<file path="src/hw/sar_adc_regs.svh">
// Purpose: register map, field positions, reset values and timing counts of the converter control
// Assumes: 32-bit APB data, one aligned word per register, byte address = 4 x index
// Notes: definitions only
`ifndef SAR_ADC_REGS_SVH
`define SAR_ADC_REGS_SVH

// register indexes; byte address is index * 4
`define ADC_FLAG_IDX 6'h0c
`define ADC_IRQEN_IDX 6'h0d
`define ADC_RESULT_IDX 6'h1e
`define ADC_CTRL_IDX 6'h1f

// control register fields
`define ADC_CTRL_EN_BIT 0
`define ADC_CTRL_GO_BIT 1
`define ADC_CTRL_CHAN_LSB 2
`define ADC_CTRL_CLK_LSB 4
// flag and enable registers use bit 0
`define ADC_FLAG_BIT 0
`define ADC_IRQEN_BIT 0

// result reset value and sar start code
`define ADC_RESULT_RST 8'h00
`define ADC_SAR_START 8'h80

// timing: one instruction cycle, rounded up to whole pclk cycles
`define ADC_PCLK_NS 25
`define ADC_INSTR_NS 100
`define ADC_INSTR_CYCLES ((`ADC_INSTR_NS + `ADC_PCLK_NS - 1) / `ADC_PCLK_NS)

`endif

</file>
<file path="src/hw/sar_adc_pkg.sv">
// Purpose: types shared by the converter control modules
// Assumes: nothing beyond the register header
// Notes: widths follow the 8-bit result and three input channels
package sar_adc_pkg;

  typedef enum logic [1:0] {CLK_DIV_A, CLK_DIV_B, CLK_DIV_C, CLK_RC} conv_clk_t;

  typedef enum logic [1:0] {SEQ_IDLE, SEQ_DELAY, SEQ_SAMPLE, SEQ_CONVERT} seq_state_t;

  typedef struct packed {
    logic [2:0] channel_onehot;
    logic sample_hold;
    logic [7:0] dac_code;
    logic converter_power;
  } analog_out_t;

  typedef struct packed {
    logic [7:0] cnt;
    logic tick;
  } div_state_t;

  typedef struct packed {
    seq_state_t st;
    logic enable;
    logic go;
    logic [1:0] chan;
    conv_clk_t clk_sel;
    logic [7:0] result;
    logic done_flag;
    logic irq_en;
    logic [7:0] sar;
    logic [7:0] decided;
    logic [2:0] bit_idx;
    logic [7:0] wait_cnt;
    logic power_down;
    logic wake;
    logic [31:0] prdata;
  } adc_state_t;

endpackage

</file>
<file path="src/hw/conv_clock_gen.sv">
// Purpose: conversion clock enable, one pclk-wide tick per conversion clock period
// Assumes: run stays high for the whole sample and conversion
// Notes: the rc oscillator is modelled as a further divide of pclk
`timescale 1ns/1ps
module conv_clock_gen
  import sar_adc_pkg::*;
#(
  parameter int unsigned DIV_A = 2,
  parameter int unsigned DIV_B = 8,
  parameter int unsigned DIV_C = 32,
  parameter int unsigned DIV_RC = 40
) (
  // clock and reset
  input wire logic pclk,
  input wire logic presetn,
  // control
  input wire logic run,
  input wire conv_clk_t clk_sel,
  // enable out
  output logic tick
);

  div_state_t s;
  div_state_t next_s;
  logic [7:0] lim;

  always_comb begin
    case (clk_sel)
      CLK_DIV_A: lim = 8'(DIV_A - 1);
      CLK_DIV_B: lim = 8'(DIV_B - 1);
      CLK_DIV_C: lim = 8'(DIV_C - 1);
      default: lim = 8'(DIV_RC - 1);
    endcase
  end

  // restart from zero on every run so the first period is always whole
  always_comb begin
    next_s = s;
    next_s.tick = 1'b0;
    if (!run) begin
      next_s.cnt = 8'h00;
    end else if (s.cnt >= lim) begin
      next_s.cnt = 8'h00;
      next_s.tick = 1'b1;
    end else begin
      next_s.cnt = s.cnt + 8'h01;
    end
  end

  always_ff @(posedge pclk or negedge presetn) begin
    if (!presetn) begin
      s <= '0;
    end else begin
      s <= next_s;
    end
  end

  assign tick = s.tick;

endmodule

</file>
<file path="src/hw/sar_adc_control.sv">
// Purpose: control of an 8-bit successive-approximation converter behind an APB slave
// Assumes: comp_above is the comparator, high when the held input is at or above dac_code
// Notes: zero-wait APB slave; unmapped addresses answer pslverr
`timescale 1ns/1ps
`include "sar_adc_regs.svh"
module sar_adc_control
  import sar_adc_pkg::*;
#(
  parameter int unsigned DIV_A = 2,
  parameter int unsigned DIV_B = 8,
  parameter int unsigned DIV_C = 32,
  parameter int unsigned DIV_RC = 40,
  parameter int unsigned SAMPLE_TICKS = 2
) (
  // clock and reset
  input wire logic pclk,
  input wire logic presetn,
  // apb slave
  input wire logic psel,
  input wire logic penable,
  input wire logic pwrite,
  input wire logic [7:0] paddr,
  input wire logic [31:0] pwdata,
  output logic [31:0] prdata,
  output logic pready,
  output logic pslverr,
  // analog front end
  input wire logic comp_above,
  output analog_out_t analog_out,
  // system
  input wire logic sleep_mode,
  output logic irq_request,
  output logic wake_request
);

  localparam logic [7:0] INSTR_WAIT = 8'(`ADC_INSTR_CYCLES - 1);
  localparam logic [7:0] SAMPLE_WAIT = 8'(SAMPLE_TICKS - 1);

  adc_state_t s;
  adc_state_t next_s;
  logic tick;
  logic [7:0] partial;
  logic [2:0] idx_down;
  logic sel_flag, sel_irqen, sel_result, sel_ctrl, mapped;
  logic wr, wr_ctrl, busy, running;
  logic start, cancel, sleep_abort, finish;
  logic [31:0] rd_mux;

  // address decode, byte address is index * 4
  assign sel_flag = paddr == {`ADC_FLAG_IDX, 2'b00};
  assign sel_irqen = paddr == {`ADC_IRQEN_IDX, 2'b00};
  assign sel_result = paddr == {`ADC_RESULT_IDX, 2'b00};
  assign sel_ctrl = paddr == {`ADC_CTRL_IDX, 2'b00};
  assign mapped = sel_flag | sel_irqen | sel_result | sel_ctrl;

  assign wr = psel & penable & pwrite;
  assign wr_ctrl = wr & sel_ctrl;
  assign busy = s.st != SEQ_IDLE;
  assign running = (s.st == SEQ_SAMPLE) | (s.st == SEQ_CONVERT);

  // a start needs the enable bit set in the same write as go
  assign start = wr_ctrl & pwdata[`ADC_CTRL_GO_BIT] & pwdata[`ADC_CTRL_EN_BIT] & !busy;
  assign cancel = wr_ctrl & !pwdata[`ADC_CTRL_GO_BIT] & busy;
  assign sleep_abort = sleep_mode & (s.clk_sel != CLK_RC);
  assign finish = (s.st == SEQ_CONVERT) & tick & (s.bit_idx == 3'd0) & !sleep_abort;
  assign idx_down = 3'(s.bit_idx - 3'd1);

  always_comb begin
    rd_mux = 32'h0000_0000;
    case (1'b1)
      sel_flag: rd_mux[`ADC_FLAG_BIT] = s.done_flag;
      sel_irqen: rd_mux[`ADC_IRQEN_BIT] = s.irq_en;
      sel_result: rd_mux[7:0] = s.result;
      sel_ctrl: begin
        rd_mux[`ADC_CTRL_EN_BIT] = s.enable;
        rd_mux[`ADC_CTRL_GO_BIT] = s.go;
        rd_mux[`ADC_CTRL_CHAN_LSB +: 2] = s.chan;
        rd_mux[`ADC_CTRL_CLK_LSB +: 2] = s.clk_sel;
      end
      default: rd_mux = 32'h0000_0000;
    endcase
  end

  conv_clock_gen #(
    .DIV_A(DIV_A),
    .DIV_B(DIV_B),
    .DIV_C(DIV_C),
    .DIV_RC(DIV_RC)
  ) u_clock (
    .pclk(pclk),
    .presetn(presetn),
    .run(running),
    .clk_sel(s.clk_sel),
    .tick(tick)
  );

  sar_partial_fill u_fill (
    .sar(s.sar),
    .decided(s.decided),
    .filled(partial)
  );

  always_comb begin
    next_s = s;
    // read data is captured in the setup cycle so that it comes from a flop
    if (psel && !penable) begin
      next_s.prdata = rd_mux;
    end
    if (wr && sel_result) begin
      next_s.result = pwdata[7:0];
    end
    if (wr_ctrl) begin
      next_s.enable = pwdata[`ADC_CTRL_EN_BIT];
      next_s.go = pwdata[`ADC_CTRL_GO_BIT] & pwdata[`ADC_CTRL_EN_BIT];
      next_s.chan = pwdata[`ADC_CTRL_CHAN_LSB +: 2];
      next_s.clk_sel = conv_clk_t'(pwdata[`ADC_CTRL_CLK_LSB +: 2]);
    end
    if (wr && sel_flag) begin
      next_s.done_flag = pwdata[`ADC_FLAG_BIT];
    end
    if (wr && sel_irqen) begin
      next_s.irq_en = pwdata[`ADC_IRQEN_BIT];
    end

    case (s.st)
      SEQ_IDLE: begin
        if (start && s.clk_sel == CLK_RC) begin
          next_s.st = SEQ_DELAY;
          next_s.wait_cnt = INSTR_WAIT;
        end else if (start) begin
          next_s.st = SEQ_SAMPLE;
          next_s.wait_cnt = SAMPLE_WAIT;
        end
      end
      SEQ_DELAY: begin
        if (s.wait_cnt == 8'h00) begin
          next_s.st = SEQ_SAMPLE;
          next_s.wait_cnt = SAMPLE_WAIT;
        end else begin
          next_s.wait_cnt = s.wait_cnt - 8'h01;
        end
      end
      SEQ_SAMPLE: begin
        if (tick && s.wait_cnt == 8'h00) begin
          next_s.st = SEQ_CONVERT;
          next_s.sar = `ADC_SAR_START;
          next_s.decided = 8'h00;
          next_s.bit_idx = 3'd7;
        end else if (tick) begin
          next_s.wait_cnt = s.wait_cnt - 8'h01;
        end
      end
      SEQ_CONVERT: begin
        if (tick) begin
          // keep or drop the trial bit, then try the next one down
          next_s.sar[s.bit_idx] = comp_above;
          next_s.decided[s.bit_idx] = 1'b1;
          if (s.bit_idx != 3'd0) begin
            next_s.sar[idx_down] = 1'b1;
            next_s.bit_idx = idx_down;
          end
        end
      end
      default: next_s.st = SEQ_IDLE;
    endcase

    // a clear of go that meets the final bit loses to completion
    if (cancel && !finish && !sleep_abort) begin
      next_s.st = SEQ_IDLE;
      if (s.st == SEQ_CONVERT && s.decided != 8'h00) begin
        next_s.result = partial;
      end
    end

    if (finish) begin
      next_s.st = SEQ_IDLE;
      next_s.go = 1'b0;
      next_s.done_flag = 1'b1;
      next_s.result = {s.sar[7:1], comp_above};
      if (sleep_mode && !s.irq_en) begin
        next_s.power_down = 1'b1;
      end
      if (sleep_mode && s.irq_en) begin
        next_s.wake = 1'b1;
      end
    end

    // the enable bit is left alone; the analog side is switched off and a busy sequencer drops to idle with go cleared
    if (sleep_abort) begin
      next_s.power_down = 1'b1;
      if (busy) begin
        next_s.st = SEQ_IDLE;
        next_s.go = 1'b0;
      end
    end
    if (!sleep_mode) begin
      next_s.power_down = 1'b0;
      next_s.wake = 1'b0;
    end

    if (!next_s.enable) begin
      next_s.st = SEQ_IDLE;
      next_s.go = 1'b0;
    end
  end

  always_ff @(posedge pclk or negedge presetn) begin
    if (!presetn) begin
      s <= '0;
      s.result <= `ADC_RESULT_RST;
    end else begin
      s <= next_s;
    end
  end

  assign prdata = s.prdata;
  assign pready = 1'b1;
  assign pslverr = psel & penable & !mapped;

  // a channel code of 3 connects no input
  assign analog_out.channel_onehot = {s.chan == 2'd2, s.chan == 2'd1, s.chan == 2'd0};
  assign analog_out.sample_hold = s.st == SEQ_SAMPLE;
  assign analog_out.dac_code = s.sar;
  assign analog_out.converter_power = s.enable & !s.power_down;
  assign irq_request = s.done_flag & s.irq_en;
  assign wake_request = s.wake;

  logic rc_start;
  assign rc_start = start & (s.clk_sel == CLK_RC) & !sleep_abort;
endmodule

</file>
<file path="src/hw/sar_partial_fill.sv">
// Purpose: result of an interrupted conversion
// Assumes: decided bits are contiguous from the msb downward
// Notes: undecided bits copy the lowest decided bit
`timescale 1ns/1ps
module sar_partial_fill (
  // inputs
  input wire logic [7:0] sar,
  input wire logic [7:0] decided,
  // output
  output logic [7:0] filled
);

  assign filled[7] = decided[7] ? sar[7] : 1'b0;

  genvar i;
  generate
    for (i = 0; i < 7; i++) begin : g_fill
      assign filled[i] = decided[i] ? sar[i] : filled[i + 1];
    end
  endgenerate

endmodule

</file>
<file path="config.mk">
export PLATFORM = sky130hd
export DESIGN_NAME = sar_adc_control
export DESIGN_NICKNAME = d
export VERILOG_FILES = /design/src/hw/sar_adc_pkg.sv /design/src/hw/conv_clock_gen.sv /design/src/hw/sar_adc_control.sv /design/src/hw/sar_partial_fill.sv
export VERILOG_INCLUDE_DIRS = /design/src /design/src/hw
export SDC_FILE = /design/constraint.sdc
export NUM_CORES = 1
export LEC_CHECK = 0
export BUFFER_PORTS_ARGS = -buffer_cell sky130_fd_sc_hd__buf_2
export CAP_MARGIN = 20
export CORE_UTILIZATION = 59
export DETAILED_ROUTE_END_ITERATION = 8
export PLACE_DENSITY = 0.83
export SETUP_SLACK_MARGIN = 0.05
export SYNTH_ARGS = -nofsm -noshare
export SYNTH_HDL_FRONTEND = slang
export SYNTH_SLANG_ARGS = --single-unit
</file>
<file path="constraint.sdc">
create_clock -name pclk -period 5.4 [get_ports pclk]
set_clock_uncertainty 0.1 [all_clocks]
set_input_delay 0.27 -clock pclk [delete_from_list [all_inputs] [get_ports pclk]]
set_output_delay 0.27 -clock pclk [all_outputs]
set_load 0.01 [all_outputs]
</file>
==> flow_summary.yaml <==
power:
  p_per_area_nw_per_um2: 214
  peakVddDrop_mv: 0.0989
  leakagePower_uw: 0.00200
worst_setup_path:
  critical_path_class: "flip-flop to flip-flop"
  required_ns: 5.54
  critPathCaptureType: "flip-flop"
  crit_chain: "inv_1 -> ha_1 -> nand4b_1 -> nand3_1 -> a2111oi_4 -> a21oi_1 -> o22a_1"
  cpPeakStageDelay_ns: 0.85
  cpMaxStageDelayCell: "a2111oi_4"
  arrival_ns: 3.44
  start_kind: "flip-flop"
  crit_fanout: 22
floorplanning:
  die_w_um: 85.4
  coreArea_sq_um: 6760
  start_util: 0.607
  die-area_sq_um: 7290
  rows: 30
  io_pins: 96
  die_h_um: 85.4
final_layout:
  areaGrowthSynthToFinish_pct: 5.98
  final_nets: 532
  insertedDiodeCount: 0
  fin_cells: 556
  post_route_cells_drive_above_1_share: 0.185
global_route:
  grt_pass1_vias: 3075
  antenna_found_initial: 0
  overflow: 0
  grt_pass1_wl_mm: 14.5
  track_usage: 0.252
  grt_max_degree: 65
clock_tree:
  clkTransAtPathRegs_ns: 0.07
  ctsHoldBuffers: 0
  clkLatencyLatePin_ns: 0.36
  root_buffer: "clkbuf_8"
  cts.htree.levels: 3
  cts_tree: "done"
  clkSinkCount: 64
  cts_buffer_depth: 2
  postCtsSetupRepairBufs: 0
  numCtsBuffers: 9
  post_cts_resize_count: 0
placement:
  portBuffers: 46
  gp_congestion: 0.854
  dp.cells: 540
  dp_slack_ns: 2.24
  post-dp-hpwl_mm: 6.05
sta:
  fin_crit_ns: 3.30
  maxSlewViolCount: 0
  rsz0062_at_grt: "false"
  fin_crit_sh: 0.610
  worstMarginPinSlew_ns: 0.944
  slew_headroom: 0.371
  setup_viol: 0
  fmax_ghz: 0.303
  setup_ws_ns: 2.10
  finalSetupTns_ns: 0
  hold_viol_final: 42
  whs_ns: -0.0252
logic_synthesis:
  yosysTopAreaCell: "dfrtp_1"
  ys_top_cells_by_count: "dfrtp_1, buf_4, nor2_1, a21oi_1, nand2_1"
  yosys_most_used_dff: "dfrtp_1"
  synth-edff-count: 0
  seq_area_frac_synth: 0.391
  synth_top_area_share: 0.391
  syn_inst: 446
  synth_most_common_cell: "dfrtp_1"
  synth_area_sq_um: 4100
  synth.avg_cell_area_sq_um: 9.19
  synth_warnings: 0
  synth_area_leaders: "dfrtp_1, buf_4, ha_1, a21oi_1, nor2_1"
  synth_seq_cells: 64
  ys_types: 61
  async_flop_share: 1.00
drt:
  top_layer_used: "met4"
  drt_iter0_drc: 222
  routed-wl-met2_mm: 4.12
  drt_wl_total_mm: 8.59
  met1_length_mm: 3.81
  drc: 0
  vias: 3367
  avgViaCountPerCell: 6.06
  postRouteAntennaNets: 0
  drtPass1Iterations: 5
  met3WireLength_um: 521
  wl_per_cell_um: 15.5
flow_run:
  maxCapViolations: 0
run_status:
  violations: "negative hold slack"
  outcome: "finished with violations"
worst_hold_path:
  min_path_type: "input port to asynchronous set/reset pin"
-- area by class of cell --
class                      count  area (sq um)
inverter                      19          71.3
tap                           80           100
clock buffer                  11           151
sequential                    64          1600
clock inverter                 5          37.5
timing repair buffer          48           245
multi-input combinational    329          2140
fill                         543          2410
-- registers in the layout, indices dropped and copies added, names as in the netlist --
name          cells
prdata            8
u_clock.s         8
wake_request      1
s                38
analog_out        8
u_clock.tick      1
-- cell usage in the layout (no fill, tap or decap), types with 4 or more instances in the layout --
cell type,Yosys,layout
nor3_1,23,23
clkbuf_8,0,11
a21oi_1,31,31
or2_2,4,4
nand2b_1,11,11
buf_2,0,46
a31oi_1,10,10
o21ai_0,22,22
or3_1,4,4
a222oi_1,5,5
nor2b_1,11,11
dfrtp_1,64,64
o31ai_1,4,4
nor2_1,35,35
mux2i_1,13,13
nor3b_1,5,5
ha_1,14,14
mux2_2,10,10
nand3_1,10,10
a22o_1,8,8
conb_1,2,26
nand2_1,25,25
inv_1,19,19
-- power breakdown --
group / internal, uW / switching, uW
Sequential: 483 / 3.21
Clock: 194 / 200
Combinational: 16.8 / 35.1
Total: 694 / 238
-- metal layers --
layer,vias up,track usage
li1,1598,-
met1,1601,0.326
met2,150,0.416
met3,18,0.0486
met4,0,0.105
met5,-,0
-- critical path, delay by kind of cell, from the launching register on --
kind | cells | cell delay [ns]
AO/OA/AOI/OAI | 3 | 1.25
flip-flops | 1 | 0.73
buffers and inverters | 1 | 0.37
AND/OR/NAND/NOR | 2 | 0.37
adder cells (fa/ha/maj) | 1 | 0.35
-- worst paths after layout --
check | from | end | slack [ns] | cells past startpoint
min reg2reg | prdata[0] | prdata[0] | 0.38 | 2
max in group asynchronous | presetn | u_clock.tick | 4.70 | 2
min | presetn | prdata[5] | -0.03 | 2
max reg2reg | s[42] | s[66] | 2.10 | 7
max | s[42] | s[66] | 2.10 | 7
min in group pclk | pwdata[4] | s[71] | 0.06 | 2
-- through the flow --
step | cell area (sq um) | util | power, uW
3_3_place_gp | 4160 | 0.615 | 546
4_1_cts | 4350 | 0.643 | 935
2_1_floorplan | 4190 | - | 534
5_1_grt | 4350 | 0.643 | 963
6_report | 4350 | 0.643 | 932
3_5_place_dp | 4160 | 0.615 | 547
-- cell families (layout without fill, tap and decap cells) --
| logic type | count (synthesis) | in the layout | synth area share |
|---|---|---|---|
| compound gates | 113 | 113 | 0.189 |
| xor+xnor | 6 | 6 | 0.0128 |
| fa+ha+maj | 14 | 14 | 0.0427 |
| buf+inv | 77 | 83 | 0.110 |
| flops | 64 | 64 | 0.391 |
| mux | 23 | 23 | 0.0592 |
| other cells | 2 | 26 | 0.00183 |
| simple gates | 147 | 147 | 0.194 |
(Power assumes the default switching activity.)
